`src/inc/tx_path_pkg.sv`:
```
package tx_path_pkg;

    // APB address width and register indexes (byte address is index times four)
    localparam int          APB_AW         = 8;
    localparam logic [7:0]  CTRL_INDEX     = 8'h00;
    localparam logic [7:0]  GAIN_INDEX     = 8'h01;
    localparam logic [7:0]  STATUS_INDEX   = 8'h02;
    localparam logic [7:0]  FILTER_INDEX   = 8'h07;
    localparam logic [7:0]  CTRL_ADDR      = CTRL_INDEX << 2;
    localparam logic [7:0]  GAIN_ADDR      = GAIN_INDEX << 2;
    localparam logic [7:0]  STATUS_ADDR    = STATUS_INDEX << 2;
    localparam logic [7:0]  FILTER_ADDR    = FILTER_INDEX << 2;

    // Field positions and reset values
    localparam int          FILTER_MODE_LSB = 4;
    localparam logic [9:0]  CTRL_RESET      = 10'h020;
    localparam logic [3:0]  FILTER_RESET    = 4'h0;
    localparam logic [11:0] GAIN_RESET      = 12'h000;

    // Filter mode codes
    localparam logic [3:0]  MODE_LPF_4X   = 4'h0;
    localparam logic [3:0]  MODE_LPF_2X   = 4'h1;
    localparam logic [3:0]  MODE_ADJ_4X   = 4'h4;
    localparam logic [3:0]  MODE_ADJ_2X   = 4'h5;
    localparam logic [3:0]  MODE_LOWER_4X = 4'h8;
    localparam logic [3:0]  MODE_UPPER_4X = 4'hC;

    // Data widths
    localparam int          WORD_W = 12;
    localparam int          NIB_W  = 6;

    // Timing: reference period in mclk cycles, latencies in DAC cycles
    localparam logic [5:0]  REF_PERIOD_CYCLES = 6'h20;
    localparam int          LAT_4X     = 86;
    localparam int          LAT_2X     = 30;
    localparam int          LINE_DEPTH = LAT_4X;
    localparam logic [6:0]  TAP_BASE_4X = 7'(LAT_4X - 4);
    localparam logic [6:0]  TAP_BASE_2X = 7'(LAT_2X - 2);

    // Control fields, msb first, matching the control register layout
    typedef struct packed {
        logic [1:0] l_sel;      // DAC multiplier select: 1, 2, 4, 8
        logic       bypass;     // Pass-through, no interpolation
        logic       gain_route; // Gain pin may steer words to gain adjust
        logic       mux_en;     // Two nibbles per word
        logic       five_bit;   // Five-bit nibbles
        logic       swap;       // Second nibble is the upper half
        logic       clk_off;    // Port clock held low
        logic       clk_inv;    // Port clock inverted at the pin
        logic       cap_fall;   // Capture on falling pin edge
    } ctrl_t;

    // Nibble pairing states
    typedef enum logic [1:0] {
        ASM_FIRST  = 2'b01,
        ASM_SECOND = 2'b10
    } asm_state_t;

    // Filter spectral variants
    typedef enum logic [3:0] {
        KIND_LPF   = 4'b0001,
        KIND_ADJ   = 4'b0010,
        KIND_LOWER = 4'b0100,
        KIND_UPPER = 4'b1000
    } filter_kind_t;

endpackage : tx_path_pkg

```
`src/design/pin_sync.sv`:
```
`timescale 1ns/1ps
module pin_sync #(
    parameter int W = 1
) (
    // Clock and reset
    input  wire logic         mclk,
    input  wire logic         rst_n,
    // Asynchronous pins and their synchronised copy
    input  wire logic [W-1:0] async_in,
    output logic      [W-1:0] sync_out
);

    logic [W-1:0] stage1;   // Only read by the second stage

    // Two-flop synchroniser
    always_ff @(posedge mclk or negedge rst_n) begin
        if (!rst_n) begin
            stage1   <= '0;
            sync_out <= '0;
        end else begin
            stage1   <= async_in;
            sync_out <= stage1;
        end
    end

endmodule : pin_sync

```
`src/design/rate_divider.sv`:
```
`timescale 1ns/1ps
module rate_divider (
    // Clock and reset
    input  wire logic       mclk,
    input  wire logic       rst_n,
    // Period in mclk cycles, at least one
    input  wire logic [7:0] period,
    // One-cycle pulse per period
    output logic            tick
);

    logic [7:0] count;       // Cycles since last tick
    logic [7:0] next_count;
    logic       next_tick;

    // Wrap when period is reached; a shrinking period wraps at once
    always_comb begin
        next_count = count + 8'h01;
        next_tick  = 1'b0;
        if (count >= period - 8'h01) begin
            next_count = 8'h00;
            next_tick  = 1'b1;
        end
    end

    // Counter registers
    always_ff @(posedge mclk or negedge rst_n) begin
        if (!rst_n) begin
            count <= 8'h00;
            tick  <= 1'b0;
        end else begin
            count <= next_count;
            tick  <= next_tick;
        end
    end

endmodule : rate_divider

```
`src/design/tx_interpolating_path.sv`:
```
// Chosen here: the placing of the registers and register access over APB.
`timescale 1ns/1ps
module tx_interpolating_path import tx_path_pkg::*; (
    // Clock and reset
    input  wire logic              mclk,
    input  wire logic              rst_n,
    // APB slave
    input  wire logic              psel,
    input  wire logic              penable,
    input  wire logic              pwrite,
    input  wire logic [APB_AW-1:0] paddr,
    input  wire logic [31:0]       pwdata,
    output logic      [31:0]       prdata,
    output logic                   pready,
    output logic                   pslverr,
    // Host transmit port pins
    input  wire logic [NIB_W-1:0]  transmit_nibble,
    input  wire logic              transmit_word_marker,
    input  wire logic              gain_select,
    output logic                   transmit_port_clock,
    // DAC sample stream
    output logic [WORD_W-1:0]      dac_sample,
    output logic                   dac_strobe,
    // Receive path gain adjust value
    output logic [WORD_W-1:0]      gain_adjust
);

    // Configuration registers
    ctrl_t             ctrl;              // Port and clock options
    ctrl_t             next_ctrl;
    logic [3:0]        filter_mode;       // Filter mode field
    logic [3:0]        next_filter_mode;
    logic [WORD_W-1:0] next_gain_adjust;

    // APB next values
    logic [31:0]       next_prdata;
    logic              next_pready;
    logic              next_pslverr;
    logic              addr_hit;          // Address is mapped
    logic [31:0]       read_word;         // Word read at paddr
    logic              bus_write;         // Write completes this edge

    // Synchronised pins
    logic [7:0]        pins_sync;
    logic [NIB_W-1:0]  nib;
    logic              marker;
    logic              gain_level;

    // Clocking
    logic [5:0]        dac_period;        // mclk cycles per DAC cycle
    logic [1:0]        k_log;             // log2 of interpolation factor
    logic [7:0]        half_period;       // mclk cycles per port half-cycle
    logic              dac_tick;          // One DAC sample clock cycle
    logic              half_tick;         // Port clock half-cycle boundary
    logic              port_level;        // Port clock before inversion
    logic              next_port_level;
    logic              next_pin;
    logic              cap_event;
    logic [1:0]        cap_pipe;          // Aligns capture with pin synchroniser
    logic [1:0]        next_cap_pipe;
    logic              capture;

    // Word assembly
    asm_state_t        asm_state;
    asm_state_t        next_asm_state;
    logic [NIB_W-1:0]  first_nib;         // Held first half-word
    logic [NIB_W-1:0]  next_first_nib;
    logic [WORD_W-1:0] word;              // Assembled word
    logic [WORD_W-1:0] next_word;
    logic              word_valid;        // One-cycle pulse per word
    logic              next_word_valid;
    logic [NIB_W-1:0]  hi_nib;
    logic [NIB_W-1:0]  lo_nib;

    // Filter input hand-over
    logic [WORD_W-1:0] pending;           // Word waiting for a DAC tick
    logic [WORD_W-1:0] next_pending;
    logic              pending_valid;
    logic              next_pending_valid;
    logic              to_filter;

    // Filter datapath, never reset apart from phase
    logic [WORD_W-1:0] zoh;               // Held input sample
    logic [WORD_W-1:0] next_zoh;
    logic [WORD_W-1:0] line [0:LINE_DEPTH-1];
    filter_kind_t      kind;
    logic [6:0]        tap_base;
    logic signed [13:0] acc;
    logic signed [13:0] avg;
    logic [WORD_W-1:0] filt;
    logic [1:0]        phase;             // fs/4 modulation phase
    logic [1:0]        next_phase;
    logic [WORD_W-1:0] next_dac_sample;

    // Two's complement negate, clamping the most negative code
    function automatic logic [WORD_W-1:0] neg_sat(input logic [WORD_W-1:0] v);
        logic [WORD_W-1:0] r;
        r = (~v) + 12'h001;
        if (v == 12'h800) begin
            r = 12'h7FF;
        end
        return r;
    endfunction : neg_sat

    // Pins cross into mclk through two flops
    pin_sync #(.W(8)) u_pin_sync (
        .mclk     (mclk),
        .rst_n    (rst_n),
        .async_in ({gain_select, transmit_word_marker, transmit_nibble}),
        .sync_out (pins_sync)
    );

    assign nib        = pins_sync[5:0];
    assign marker     = pins_sync[6];
    assign gain_level = pins_sync[7];

    always_comb begin
        kind  = KIND_LPF;
        k_log = 2'd2;
        case (filter_mode)
            MODE_LPF_4X:   begin kind = KIND_LPF;   k_log = 2'd2; end
            MODE_LPF_2X:   begin kind = KIND_LPF;   k_log = 2'd1; end
            MODE_ADJ_4X:   begin kind = KIND_ADJ;   k_log = 2'd2; end
            MODE_ADJ_2X:   begin kind = KIND_ADJ;   k_log = 2'd1; end
            MODE_LOWER_4X: begin kind = KIND_LOWER; k_log = 2'd2; end
            MODE_UPPER_4X: begin kind = KIND_UPPER; k_log = 2'd2; end
            // Unlisted codes fall back to 4x low-pass
            default:       begin kind = KIND_LPF;   k_log = 2'd2; end
        endcase
        if (ctrl.bypass) begin
            k_log = 2'd0;
        end
    end

    // DAC period is reference period over L
    assign dac_period = REF_PERIOD_CYCLES >> ctrl.l_sel;

    always_comb begin
        half_period = {2'b00, dac_period} << k_log;
        if (ctrl.mux_en) begin
            // Multiplexed: two half-words per input word
            half_period = half_period >> 2;
        end else begin
            half_period = half_period >> 1;
        end
    end

    // DAC sample clock
    rate_divider u_dac_div (
        .mclk   (mclk),
        .rst_n  (rst_n),
        .period ({2'b00, dac_period}),
        .tick   (dac_tick)
    );

    // Port clock half-cycles
    rate_divider u_port_div (
        .mclk   (mclk),
        .rst_n  (rst_n),
        .period (half_period),
        .tick   (half_tick)
    );

    // Port clock and capture strobe
    always_comb begin
        next_port_level = half_tick ? ~port_level : port_level;
        next_pin = ctrl.clk_off ? 1'b0 : (next_port_level ^ ctrl.clk_inv);
        // Rising pin edge unless falling is chosen
        if (ctrl.cap_fall) begin
            cap_event = half_tick & ~ctrl.clk_off & ~next_pin & transmit_port_clock;
        end else begin
            cap_event = half_tick & ~ctrl.clk_off & next_pin & ~transmit_port_clock;
        end
        // Delay by the synchroniser depth so data and strobe match
        next_cap_pipe = {cap_pipe[0], cap_event};
    end

    assign capture = cap_pipe[1];

    // Port clock registers
    always_ff @(posedge mclk or negedge rst_n) begin
        if (!rst_n) begin
            port_level          <= 1'b0;
            transmit_port_clock <= 1'b0;
            cap_pipe            <= 2'b00;
        end else begin
            port_level          <= next_port_level;
            transmit_port_clock <= next_pin;
            cap_pipe            <= next_cap_pipe;
        end
    end

    // Nibble order within a word
    always_comb begin
        // Swap puts the marked nibble low
        hi_nib = ctrl.swap ? nib : first_nib;
        lo_nib = ctrl.swap ? first_nib : nib;
    end

    // Word assembly
    always_comb begin
        next_asm_state  = asm_state;
        next_first_nib  = first_nib;
        next_word       = word;
        next_word_valid = 1'b0;
        if (!ctrl.mux_en) begin
            next_asm_state = ASM_FIRST;
            if (capture) begin
                next_word       = ctrl.five_bit ? {nib[4:0], 7'h00} : {nib, 6'h00};
                next_word_valid = 1'b1;
            end
        end else if (capture) begin
            case (asm_state)
                ASM_FIRST: begin
                    if (marker) begin
                        next_first_nib = nib;
                        next_asm_state = ASM_SECOND;
                    end
                end
                ASM_SECOND: begin
                    if (marker) begin
                        // A new marker restarts the pair
                        next_first_nib = nib;
                    end else begin
                        if (ctrl.five_bit) begin
                            next_word = {hi_nib[4:0], lo_nib[4:0], 2'b00};
                        end else begin
                            next_word = {hi_nib, lo_nib};
                        end
                        next_word_valid = 1'b1;
                        next_asm_state  = ASM_FIRST;
                    end
                end
                default: begin
                    next_asm_state = ASM_FIRST;
                end
            endcase
        end
    end

    // Assembly registers
    always_ff @(posedge mclk or negedge rst_n) begin
        if (!rst_n) begin
            asm_state  <= ASM_FIRST;
            first_nib  <= '0;
            word       <= '0;
            word_valid <= 1'b0;
        end else begin
            asm_state  <= next_asm_state;
            first_nib  <= next_first_nib;
            word       <= next_word;
            word_valid <= next_word_valid;
        end
    end

    // Route each finished word
    always_comb begin
        // Gain pin steers words to gain adjust
        to_filter          = word_valid & ~(ctrl.gain_route & gain_level);
        // Only whole words reach the filter
        next_pending       = to_filter ? word : pending;
        // A word arriving on a tick survives the clear
        next_pending_valid = to_filter | (pending_valid & ~dac_tick);
        next_zoh           = (dac_tick && pending_valid) ? pending : zoh;
    end

    // Hand-over registers
    always_ff @(posedge mclk or negedge rst_n) begin
        if (!rst_n) begin
            pending       <= '0;
            pending_valid <= 1'b0;
        end else begin
            pending       <= next_pending;
            pending_valid <= next_pending_valid;
        end
    end

    // Delay line has no reset, contents persist
    always_ff @(posedge mclk) begin
        zoh <= next_zoh;
        if (dac_tick) begin
            line[0] <= next_zoh;
            for (int i = 1; i < LINE_DEPTH; i++) begin
                line[i] <= line[i-1];
            end
        end
    end

    // Average K held samples after a delay
    always_comb begin
        // Tap base places peak at mode latency
        tap_base = (k_log == 2'd1) ? TAP_BASE_2X : TAP_BASE_4X;
        acc      = '0;
        for (int i = 0; i < 4; i++) begin
            if (i < (1 << k_log)) begin
                acc = acc + {{2{line[7'(tap_base + 7'(i))][11]}},
                             line[7'(tap_base + 7'(i))]};
            end
        end
        avg  = acc >>> k_log;
        filt = avg[11:0];
        // Short kernel settles inside flush limits
        case (kind)
            KIND_LPF:   next_dac_sample = filt;
            KIND_ADJ:   next_dac_sample = phase[0] ? neg_sat(filt) : filt;
            KIND_LOWER: next_dac_sample = phase[0] ? 12'h000 :
                                          (phase[1] ? neg_sat(filt) : filt);
            KIND_UPPER: next_dac_sample = !phase[0] ? 12'h000 :
                                          (phase[1] ? neg_sat(filt) : filt);
            default:    next_dac_sample = filt;
        endcase
        if (ctrl.bypass) begin
            next_dac_sample = zoh;
        end
        if (!dac_tick) begin
            next_dac_sample = dac_sample;
        end
        next_phase = dac_tick ? phase + 2'd1 : phase;
    end

    // DAC output registers
    always_ff @(posedge mclk or negedge rst_n) begin
        if (!rst_n) begin
            dac_sample <= '0;
            dac_strobe <= 1'b0;
            phase      <= 2'd0;
        end else begin
            dac_sample <= next_dac_sample;
            dac_strobe <= dac_tick;
            phase      <= next_phase;
        end
    end

    // APB decode and read mux
    always_comb begin
        addr_hit  = 1'b1;
        read_word = 32'h0000_0000;
        case (paddr)
            CTRL_ADDR:   read_word = {22'h000000, ctrl};
            GAIN_ADDR:   read_word = {20'h00000, gain_adjust};
            STATUS_ADDR: read_word = {17'h00000, pending_valid, asm_state, 12'(word)};
            FILTER_ADDR: read_word = {24'h000000, filter_mode, 4'h0};
            default:     addr_hit  = 1'b0;
        endcase
    end

    // One wait state: answer on the second access cycle
    always_comb begin
        next_pready  = psel & penable & ~pready;
        next_pslverr = next_pready & ~addr_hit;
        next_prdata  = prdata;
        if (next_pready && !pwrite) begin
            next_prdata = addr_hit ? read_word : 32'h0000_0000;
        end
        bus_write        = psel & penable & pready & pwrite;
        next_ctrl        = ctrl;
        next_filter_mode = filter_mode;
        next_gain_adjust = gain_adjust;
        if (bus_write && paddr == CTRL_ADDR) begin
            next_ctrl = ctrl_t'(pwdata[9:0]);
        end
        if (bus_write && paddr == FILTER_ADDR) begin
            next_filter_mode = pwdata[FILTER_MODE_LSB +: 4];
        end
        if (bus_write && paddr == GAIN_ADDR) begin
            next_gain_adjust = pwdata[11:0];
        end
        // Port word wins over a bus write
        if (word_valid && ctrl.gain_route && gain_level) begin
            next_gain_adjust = word;
        end
    end

    // Register file and bus outputs
    always_ff @(posedge mclk or negedge rst_n) begin
        if (!rst_n) begin
            ctrl        <= ctrl_t'(CTRL_RESET);
            filter_mode <= FILTER_RESET;
            gain_adjust <= GAIN_RESET;
            prdata      <= 32'h0000_0000;
            pready      <= 1'b0;
            pslverr     <= 1'b0;
        end else begin
            ctrl        <= next_ctrl;
            filter_mode <= next_filter_mode;
            gain_adjust <= next_gain_adjust;
            prdata      <= next_prdata;
            pready      <= next_pready;
            pslverr     <= next_pslverr;
        end
    end

endmodule : tx_interpolating_path

```
`config.mk`:
```
export PLATFORM = sky130hd
export DESIGN_NAME = tx_interpolating_path
export DESIGN_NICKNAME = d
export VERILOG_FILES = /design/src/inc/tx_path_pkg.sv /design/src/design/pin_sync.sv /design/src/design/rate_divider.sv /design/src/design/tx_interpolating_path.sv
export SDC_FILE = /design/constraint.sdc
export NUM_CORES = 1
export LEC_CHECK = 0
export BUFFER_PORTS_ARGS = -buffer_cell sky130_fd_sc_hd__buf_4
export CAP_MARGIN = 20
export CORE_ASPECT_RATIO = 2
export CORE_MARGIN = 2
export CORE_UTILIZATION = 45
export CTS_CLUSTER_SIZE = 28
export DETAILED_ROUTE_END_ITERATION = 8
export GPL_ROUTABILITY_DRIVEN = 1
export PLACE_DENSITY_LB_ADDON = 0.08
export SKIP_LAST_GASP = 1
export SLEW_MARGIN = 15
export SYNTH_ARGS = -nofsm -noshare
export SYNTH_HDL_FRONTEND = slang
export SYNTH_SLANG_ARGS = --single-unit
export TNS_END_PERCENT = 10
```
`constraint.sdc`:
```
create_clock -name mclk -period 39.1 [get_ports mclk]
set_input_delay 3.91 -clock mclk [delete_from_list [all_inputs] [get_ports mclk]]
set_output_delay 3.91 -clock mclk [all_outputs]
set_load 0.005 [all_outputs]
```
==> results of run 1 <==
-- kinds of logic after synthesis --
kind of cell / after synthesis / share of synthesized area [%]
other cells: 2 / 0.0183
flops: 1174 / 83.9
simple gates: 454 / 4.87
mux: 83 / 2.19
compound gates: 298 / 4.73
xor+xnor: 61 / 1.38
fa+ha+maj: 57 / 1.76
buf+inv: 108 / 1.18
-- flip-flops by register name, summed over array words and instances (netlist names), 2 cells and up --
register             cells
u_dac_div.count          8
filter_mode              4
asm_state                2
phase                    2
prdata                  15
u_pin_sync.sync_out      8
u_pin_sync.stage1        8
first_nib                6
ctrl                    10
line                  1032
dac_sample              12
pending                 12
u_port_div.count         8
cap_pipe                 2
word                    12
zoh                     12
gain_adjust             12
-- synthesized netlist by cell type (3+ instances only) --
library cell	n
a211oi_1	12
a21o_1	12
edfxtp_1	1032
nor4_1	3
dfrtp_1	128
a21boi_0	4
nor2_1	122
xnor2_1	32
o21a_1	7
a211o_1	7
o311a_1	3
or2_2	5
mux2i_1	31
maj3_1	4
xor2_1	26
o22ai_1	7
and3_1	11
nand3b_1	4
ha_1	50
nand2b_1	11
a221oi_1	7
nand3_1	25
and2_1	5
nor2b_1	13
a31oi_1	12
a22oi_1	12
fa_1	3
nand2_1	217
inv_1	27
o31ai_2	3
nor3b_1	5
o21bai_1	3
nand4_1	3
clkbuf_1	56
mux2_2	51
o211ai_1	10
nor3_1	10
o21ai_0	66
dfxtp_1	12
or3_1	12
o311ai_0	3
buf_4	17
a21oi_1	94
a31o_2	4
o31ai_1	5
-- stage by stage --
stage	util, %	cells
6_report	51.5	3647
2_1_floorplan	-	2255
5_1_grt	51.5	3647
4_1_cts	51.4	3646
3_3_place_gp	47.5	3459
3_5_place_dp	47.5	3459
-- path summary, 6_finish.rpt --
kind	from	end	slack, ns	cells past startpoint
min in group asynchronous	rst_n	first_nib[0]	3.31	1
max	filter_mode[1]	dac_sample[2]	30.18	29
min reg2reg	u_pin_sync.stage1[4]	u_pin_sync.sync_out[4]	0.35	0
max reg2reg	filter_mode[1]	dac_sample[2]	30.18	29
min	u_pin_sync.stage1[4]	u_pin_sync.sync_out[4]	0.35	0
max in group asynchronous	rst_n	ctrl[7]	34.38	2
-- cell type report --
type / count / area, um^2
sequential: 1174 / 34500
tap: 1185 / 1480
timing repair buffer: 99 / 768
clock buffer: 118 / 2630
clock inverter: 69 / 898
fill: 7395 / 44000
multi-input combinational: 973 / 6220
inverter: 29 / 109
-- critical path, delay by kind of cell, from the launching register on --
family / cells / cell delay (ns)
compound gates: 12 / 3.12
fa+ha+maj: 5 / 1.78
flops: 1 / 0.55
simple gates: 8 / 2.55
buf+inv: 1 / 0.10
xor+xnor: 3 / 0.69
-- routing by layer --
metal,up-vias,GRT usage [%],wire (um),part of all wire (%)
li1,8705,-,-,-
met1,9545,19.1,29400,42
met2,356,26.4,36400,52
met3,118,2.75,2660,3.8
met4,0,6.49,2120,3.0
met5,-,0,0,0
-- report_power, final --
part	internal [uW]	total (uW)	switching [uW]
clock network	606	1060	450
logic	30.4	80.0	49.6
registers	1450	1490	37.5
total	2080	2620	537
==> metrics.txt, run 1 <==
Setup TNS 0 ns; top-area cell type share of the netlist area 75.4%; fin. max-slew vios 0; placed inst area 43100 um^2; Cells after Synth 2237; Design Power 2620 uW; Worst path max stage delay 0.91 ns; Worst Path Required 39.71 ns; prevailing post-synth register cell edfxtp_1; worst slack at placement 30.21 ns; root buf cell clkbuf_16; clock buffer count from CTS 101; count of final hold-check violations 0; top cells by area, synth edfxtp_1 (75%), dfrtp_1 (7.8%), nand2_1 (2.0%), ha_1 (1.5%), mux2_2 (1.4%); postcts setup bufs 0; layout cells sized above 1 13.8%; Area Overhead vs Synth 13.3%; status completed; EDFF count, synth 1032; type of the worst min-delay path reg -> reg; Clock Sinks 1174; crit end category flop; initial antenna violation count 0; Max Fclk 0.112 GHz; CTS tree built; pwr/cell area 56.3 nW/um^2; hold_ws 0.347 ns; Skew-Pair Late Insertion Delay 0.69 ns; Yosys cell types 82; Seq/Total Area, Yosys 83.9%; post-route ant nets 0; die width 218 um; slowest CP cell or4b_4; initial DRC count 1530; Final Cell Area 46600 um^2; crit share post-route 22.8%; WL/cell 19.3 um; post-synthesis cell area 41100 um^2; Port Buffers 75; clk slew on worst S/H paths 0.07 ns; vias in the first global route 19300; Antenna diodes 0; clock skew 0.0267 ns; first-pass GRT wire length 111000 um; commonest non-fill, non-tap cell in the layout edfxtp_1; PnR worst setup slack 30.18 ns; RSZ-0062 raised after global routing false; final setup violation count 0; htree depth 3; layout net count 2484; Lkg Pwr 0.0162 uW; most frequent cells in the layout edfxtp_1 (1032), nand2_1 (217), dfrtp_1 (126); CTS Buffer Depth 3; Hold Buf Count CTS 0; Worst EP arrival 9.52 ns; Startpoint Class flop; core area 90600 um^2; Period minus WS final 8.92 ns; Die Height 431 um; Ports 113; RD Place Congestion 0.815; drt pass-1 iters 5; largest net degree at the start of global routing 193; Yosys warning count 0; DR vias/cell 5.13; Initial Util 45.4%; Global Route Usage Sum 15.3%; Post-Syn Area per Cell 18.4 um^2; Crit Path Category reg -> reg; drt drc 0; post-DP HPWL 41800 um; worst-path maximum fanout 49; Rel. slew slack 21.1%; CTS resizes 0; actual slew at the worst max-slew pin 1.18 ns; max-capacitance violation count 0; CP most frequent cell a21oi_1; async set-reset flop share out of synthesis 11.1%; gr ovfl total 0; Yosys top cell by area edfxtp_1; routed wire length 70500 um; die area 94000 um^2; Rows 156; Vias 18700; Worst VDD drop 43.7 uV; register bit total from synthesis 1174
Power figures use the tool's default switching activity.
==> inputs of run 2 (changes only) <==
==> constraint.sdc (replaced) <==
create_clock -name mclk -period 8.6 [get_ports mclk]
set_input_delay 0.86 -clock mclk [delete_from_list [all_inputs] [get_ports mclk]]
set_output_delay 0.86 -clock mclk [all_outputs]
set_load 0.005 [all_outputs]
==> run 2 against run 1 <==
  * Non-clock buffer count is 3 higher
  * Fmax grew 10%
  * Combinational power rose to 4.7 times the previous value
  * Sequential cell count unchanged
  * Clock-buffer cell count unchanged
  * Clock skew is 0.0057 ns higher
  * Critical path type unchanged
  * Highest routed layer unchanged
==> metrics.txt, run 2 (synthesized netlist as in run 1, its figures left out) <==
status completed; worst-path maximum fanout 13; Clock Sinks 1174; layout net count 2486; vias in the first global route 19400; most flop-heavy register line; root buf cell clkbuf_16; die width 218 um; biggest regs line (1032), prdata (15); gr ovfl total 0; Vias 18700; htree depth 3; CP delay by family, top compound AO/OA/AOI/OAI gates; DR vias/cell 5.12; type of the worst min-delay path in -> async; Port Buffers 75; CTS Buffer Depth 3; Period minus WS final 8.08 ns; Rows 156; Area Overhead vs Synth 12.9%; clock skew 0.0324 ns; layout cells sized above 1 13.5%; sequential share of power 57.9%; postcts setup bufs 0; fin. max-slew vios 0; worst slack at placement 0.295 ns; clk slew on worst S/H paths 0.08 ns; Startpoint Class flop; most frequent cells in the layout edfxtp_1 (1032), nand2_1 (217), dfrtp_1 (126); die area 94000 um^2; initial DRC count 1371; Worst VDD drop 246 uV; Psw 2450 uW; Initial Util 45.4%; Worst EP arrival 8.72 ns; Worst path max stage delay 0.69 ns; CTS tree built; drt drc 0; Finished Layout Cells 3649; # placed instances 3462; Most Crowded Layer GR met2; RD Place Congestion 0.824; Worst Path Required 9.24 ns; sw frac 21.0%; met1 Use GR 18.7%; met2 GRT Util 26.1%; CTS resizes 0; initial antenna violation count 3; PnR worst setup slack 0.518 ns; Die Height 431 um; clock power share 38.9%; multi-input logic area 6230 um^2; max-capacitance violation count 0; fill count 7473; Comb power frac 3.2%; crit end category flop; max FFs per register 1032; clock buffer count from CTS 100; Internal 9220 uW; Ports 113; Hold Buf Count CTS 0; Lkg Pwr 0.0161 uW; WL/cell 19.6 um; CP bufs+invs 0; pwr/cell area 251 nW/um^2; commonest non-fill, non-tap cell in the layout edfxtp_1; RSZ-0062 raised after global routing false; actual slew at the worst max-slew pin 1.12 ns; Global Route Usage Sum 15.5%; post-DP HPWL 42400 um; routed wire length 71400 um; largest net degree at the start of global routing 216; core area 90600 um^2; first-pass GRT wire length 111000 um; Max Fclk 0.124 GHz; Setup TNS 0 ns; global routing usage on met3 3.05%; Design Power 11700 uW; drt pass-1 iters 5; final setup violation count 0; register area 34500 um^2; post-route ant nets 0; Skew-Pair Late Insertion Delay 0.71 ns; Crit Path Category reg -> reg; Rel. slew slack 25.1%; count of final hold-check violations 0; CP most frequent cell nand2_1; crit share post-route 94.0%; slowest CP cell or4b_4
## run 2: area by class of cell
type	count	area share, %
Multi-Input combinational cell	973	13.4
Timing Repair Buffer	102	1.77
Clock buffer	118	5.63
Inverter	29	0.235
Sequential cell	1174	74.3
Antenna cell	2	0.0108
Tap cell	1185	3.19
Clock inverter	66	1.42
## run 2: worst paths after layout
kind / start / end / slack (ns) / cells past startpoint
max: filter_mode[3] / dac_sample[6] / 0.52 / 30
min: rst_n / gain_adjust[8] / 0.19 / 1
max reg2reg: filter_mode[3] / dac_sample[6] / 0.52 / 30
min reg2reg: cap_pipe[0] / cap_pipe[1] / 0.35 / 0
max in group asynchronous: rst_n / ctrl[5] / 7.23 / 3
min in group mclk: gain_select / u_pin_sync.stage1[7] / 0.26 / 1
## run 2: layer usage
layer  vias to the layer above  share of wire [%]
met4                         0                5.1
met5                         -                  0
li1                       8703                  -
met1                      9464                 41
met3                       162                3.7
met2                       359                 50
## run 2: power groups by stage
stage / clock network [uW] / logic, uW / registers, uW
5_1_grt: 4930 / 423 / 6790
2_1_floorplan: 0 / 192 / 6910
3_5_place_dp: 0 / 379 / 6880
6_report: 4540 / 373 / 6760
4_1_cts: 4720 / 380 / 6770
3_3_place_gp: 0 / 362 / 6870
## run 2: worst register-to-register path: cells and delay by family (launching register included)
kind	cells	cell delay, ns
AND/OR/NAND/NOR	9	2.25
AO/OA/AOI/OAI	13	2.90
adder cells (fa/ha/maj)	4	1.40
XOR/XNOR	4	0.94
flip-flops	1	0.54
## run 2: metrics by stage
stage	instance area (um^2)	utilization, %	hold slack, ns
floorplan	41200	-	0.331
global placement	43100	47.6	0.335
detailed placement	43100	47.6	0.335
CTS	46400	51.2	0.152
global route	46400	51.2	0.210
finish	46400	51.3	0.191
==> inputs of run 3 (changes only) <==
--- a/config.mk
+++ b/config.mk
@@ -5,6 +5,7 @@
 export SDC_FILE = /design/constraint.sdc
 export NUM_CORES = 1
 export LEC_CHECK = 0
+export ABC_AREA = 1
 export BUFFER_PORTS_ARGS = -buffer_cell sky130_fd_sc_hd__buf_4
 export CAP_MARGIN = 20
 export CORE_ASPECT_RATIO = 2
==> run 3 against run 2 <==
  * Critical path depth grew 12
  * Critical endpoint is now dac_sample[2]
  * Sequential power shrank 3.3%
  * Highest routed layer unchanged
  * Global-route usage grew 0.094 points
==> metrics.txt, run 3 <==
CTS Buffer Depth 3; Ports 113; die width 218 um; Max Fclk 0.147 GHz; Seq/Total Area, Yosys 83.5%; CP most frequent cell nand2_1; most frequent cell after synthesis edfxtp_1; drt pass-1 iters 5; Global Route Usage Sum 15.6%; PnR worst setup slack 1.81 ns; max-capacitance violation count 0; drt drc 0; actual slew at the worst max-slew pin 1.23 ns; Area Overhead vs Synth 13.2%; type of the worst min-delay path in -> async; Die Height 433 um; Design Power 11600 uW; layout net count 2782; WL/cell 18.2 um; crit end category flop; prevailing post-synth register cell edfxtp_1; first-pass GRT wire length 113000 um; R2R Setup Slk 1.81 ns; worst slack at placement 1.82 ns; Worst EP arrival 7.36 ns; Clock Sinks 1174; RD Place Congestion 0.864; CTS tree built; top cells by area, synth edfxtp_1 (75%), dfrtp_1 (7.8%), nand2_1 (4.0%), inv_1 (1.7%), ha_1 (1.5%); fin util 51.2%; commonest non-fill, non-tap cell in the layout edfxtp_1; Post-Syn Area per Cell 16.3 um^2; fill count 7502; initial antenna violation count 0; routed wire length 72000 um; core area 91300 um^2; DR vias/cell 4.95; CTS resizes 0; Port Buffers 75; async set-reset flop share out of synthesis 11.1%; Crit Path Category reg -> reg; register bit total from synthesis 1174; layout cells sized above 1 11.7%; Rows 157; postcts setup bufs 0; Initial Util 45.2%; Period minus WS final 6.79 ns; Hold Buf Count CTS 0; post-DP HPWL 43800 um; Startpoint Class flop; top-area cell type share of the netlist area 75.0%; Antenna diodes 0; Yosys cell types 57; top cells by instance count after synthesis edfxtp_1 (1032), nand2_1 (443), inv_1 (187), dfrtp_1 (128), o21ai_0 (120); Cells after Synth 2528; Setup TNS 0 ns; clock skew 0.0242 ns; clock buffer count from CTS 100; vias in the first global route 19800; worst r2r src filter_mode[1]; htree depth 3; die area 94400 um^2; EDFF count, synth 1032; Rel. slew slack 18.3%; post-route ant nets 0; initial DRC count 1463; final setup violation count 0; largest net degree at the start of global routing 220; most frequent cells in the layout edfxtp_1 (1032), nand2_1 (443), inv_1 (187); crit share post-route 78.9%; Worst Reg-to-Reg Cells 42; worst-path maximum fanout 42; Reg-to-Reg End dac_sample[2]; Yosys warning count 0; post-synthesis cell area 41300 um^2; max FFs per register 1032; count of final hold-check violations 0; slowest CP cell buf_4; Vias 19600; Lkg Pwr 0.0160 uW; Yosys top cell by area edfxtp_1; RSZ-0062 raised after global routing false; clk slew on worst S/H paths 0.06 ns; Skew-Pair Late Insertion Delay 0.69 ns; Worst VDD drop 214 uV; status completed; biggest regs line (1032), prdata (15); Worst Path Required 9.18 ns; Worst path max stage delay 0.45 ns; gr ovfl total 0; fin. max-slew vios 0; root buf cell clkbuf_16; pwr/cell area 247 nW/um^2; most flop-heavy register line
run 3: layout make-up:
| cell class | count | area [um^2] | share of cell area (%) |
|---|---|---|---|
| inverter | 196 | 736 | 1.57 |
| tap | 1192 | 1490 | 3.19 |
| sequential | 1174 | 34500 | 73.7 |
| timing repair buffer | 94 | 768 | 1.64 |
| multi-input combinational | 1110 | 5830 | 12.5 |
| clock inverter | 61 | 717 | 1.53 |
| clock buffer | 127 | 2740 | 5.87 |
run 3: how the worst max path moves through the flow:
stage	from	end	slack (ns)	depth (start not counted)
2_1_floorplan	u_dac_div.tick	line[0][10]	-0.28	4
3_3_place_gp	filter_mode[1]	dac_sample[2]	1.77	44
3_5_place_dp	filter_mode[1]	dac_sample[2]	1.82	42
4_1_cts	filter_mode[1]	dac_sample[2]	1.80	42
5_1_grt	filter_mode[1]	dac_sample[2]	1.14	42
6_report	filter_mode[1]	dac_sample[2]	1.81	42
run 3: power breakdown:
part / internal (uW) / switching [uW]
clock network: 2720 / 2000
registers: 6440 / 102
logic: 90.4 / 214
run 3: worst max-delay path, delay by kind of cell (launching register included):
family | cells | cell delay, ns
AOI/OAI and AO/OA | 11 | 1.67
xor gates and xnor gates | 1 | 0.17
adders and majority gates | 3 | 1.03
buffers and inverters | 6 | 1.23
DFF | 1 | 0.44
and+or+nand+nor | 21 | 2.16
run 3: per-stage QoR:
| step | area [um^2] | hold slack (ns) | cells |
|---|---|---|---|
| floorplan | 41400 | 0.331 | 2546 |
| detailed placement | 43300 | 0.337 | 3766 |
| CTS | 46800 | 0.198 | 3954 |
| global route | 46800 | 0.233 | 3954 |
| global placement | 43300 | 0.335 | 3766 |
| finish | 46800 | 0.260 | 3954 |
run 3: metal layers:
metal / global-route usage [%] / wire length [um] / vias to the layer above
li1: - / - / 9298
met1: 19.0 / 29500 / 9753
met2: 26.1 / 36400 / 386
met3: 2.63 / 2540 / 145
met4: 8.82 / 3550 / 0
met5: 0 / 0 / -
run 3: cell families (layout without fill, tap and decap cells):
| group | after synthesis | count (layout) | share of synthesized area [%] |
|---|---|---|---|
| AOI/OAI and AO/OA | 289 | 289 | 3.83 |
| muxes | 2 | 2 | 0.0545 |
| xor gates and xnor gates | 30 | 30 | 0.636 |
| and+or+nand+nor | 716 | 716 | 7.74 |
| other | 2 | 20 | 0.0182 |
| adders and majority gates | 53 | 53 | 1.66 |
| buffers and inverters | 262 | 478 | 2.59 |
| DFF | 1174 | 1174 | 83.5 |
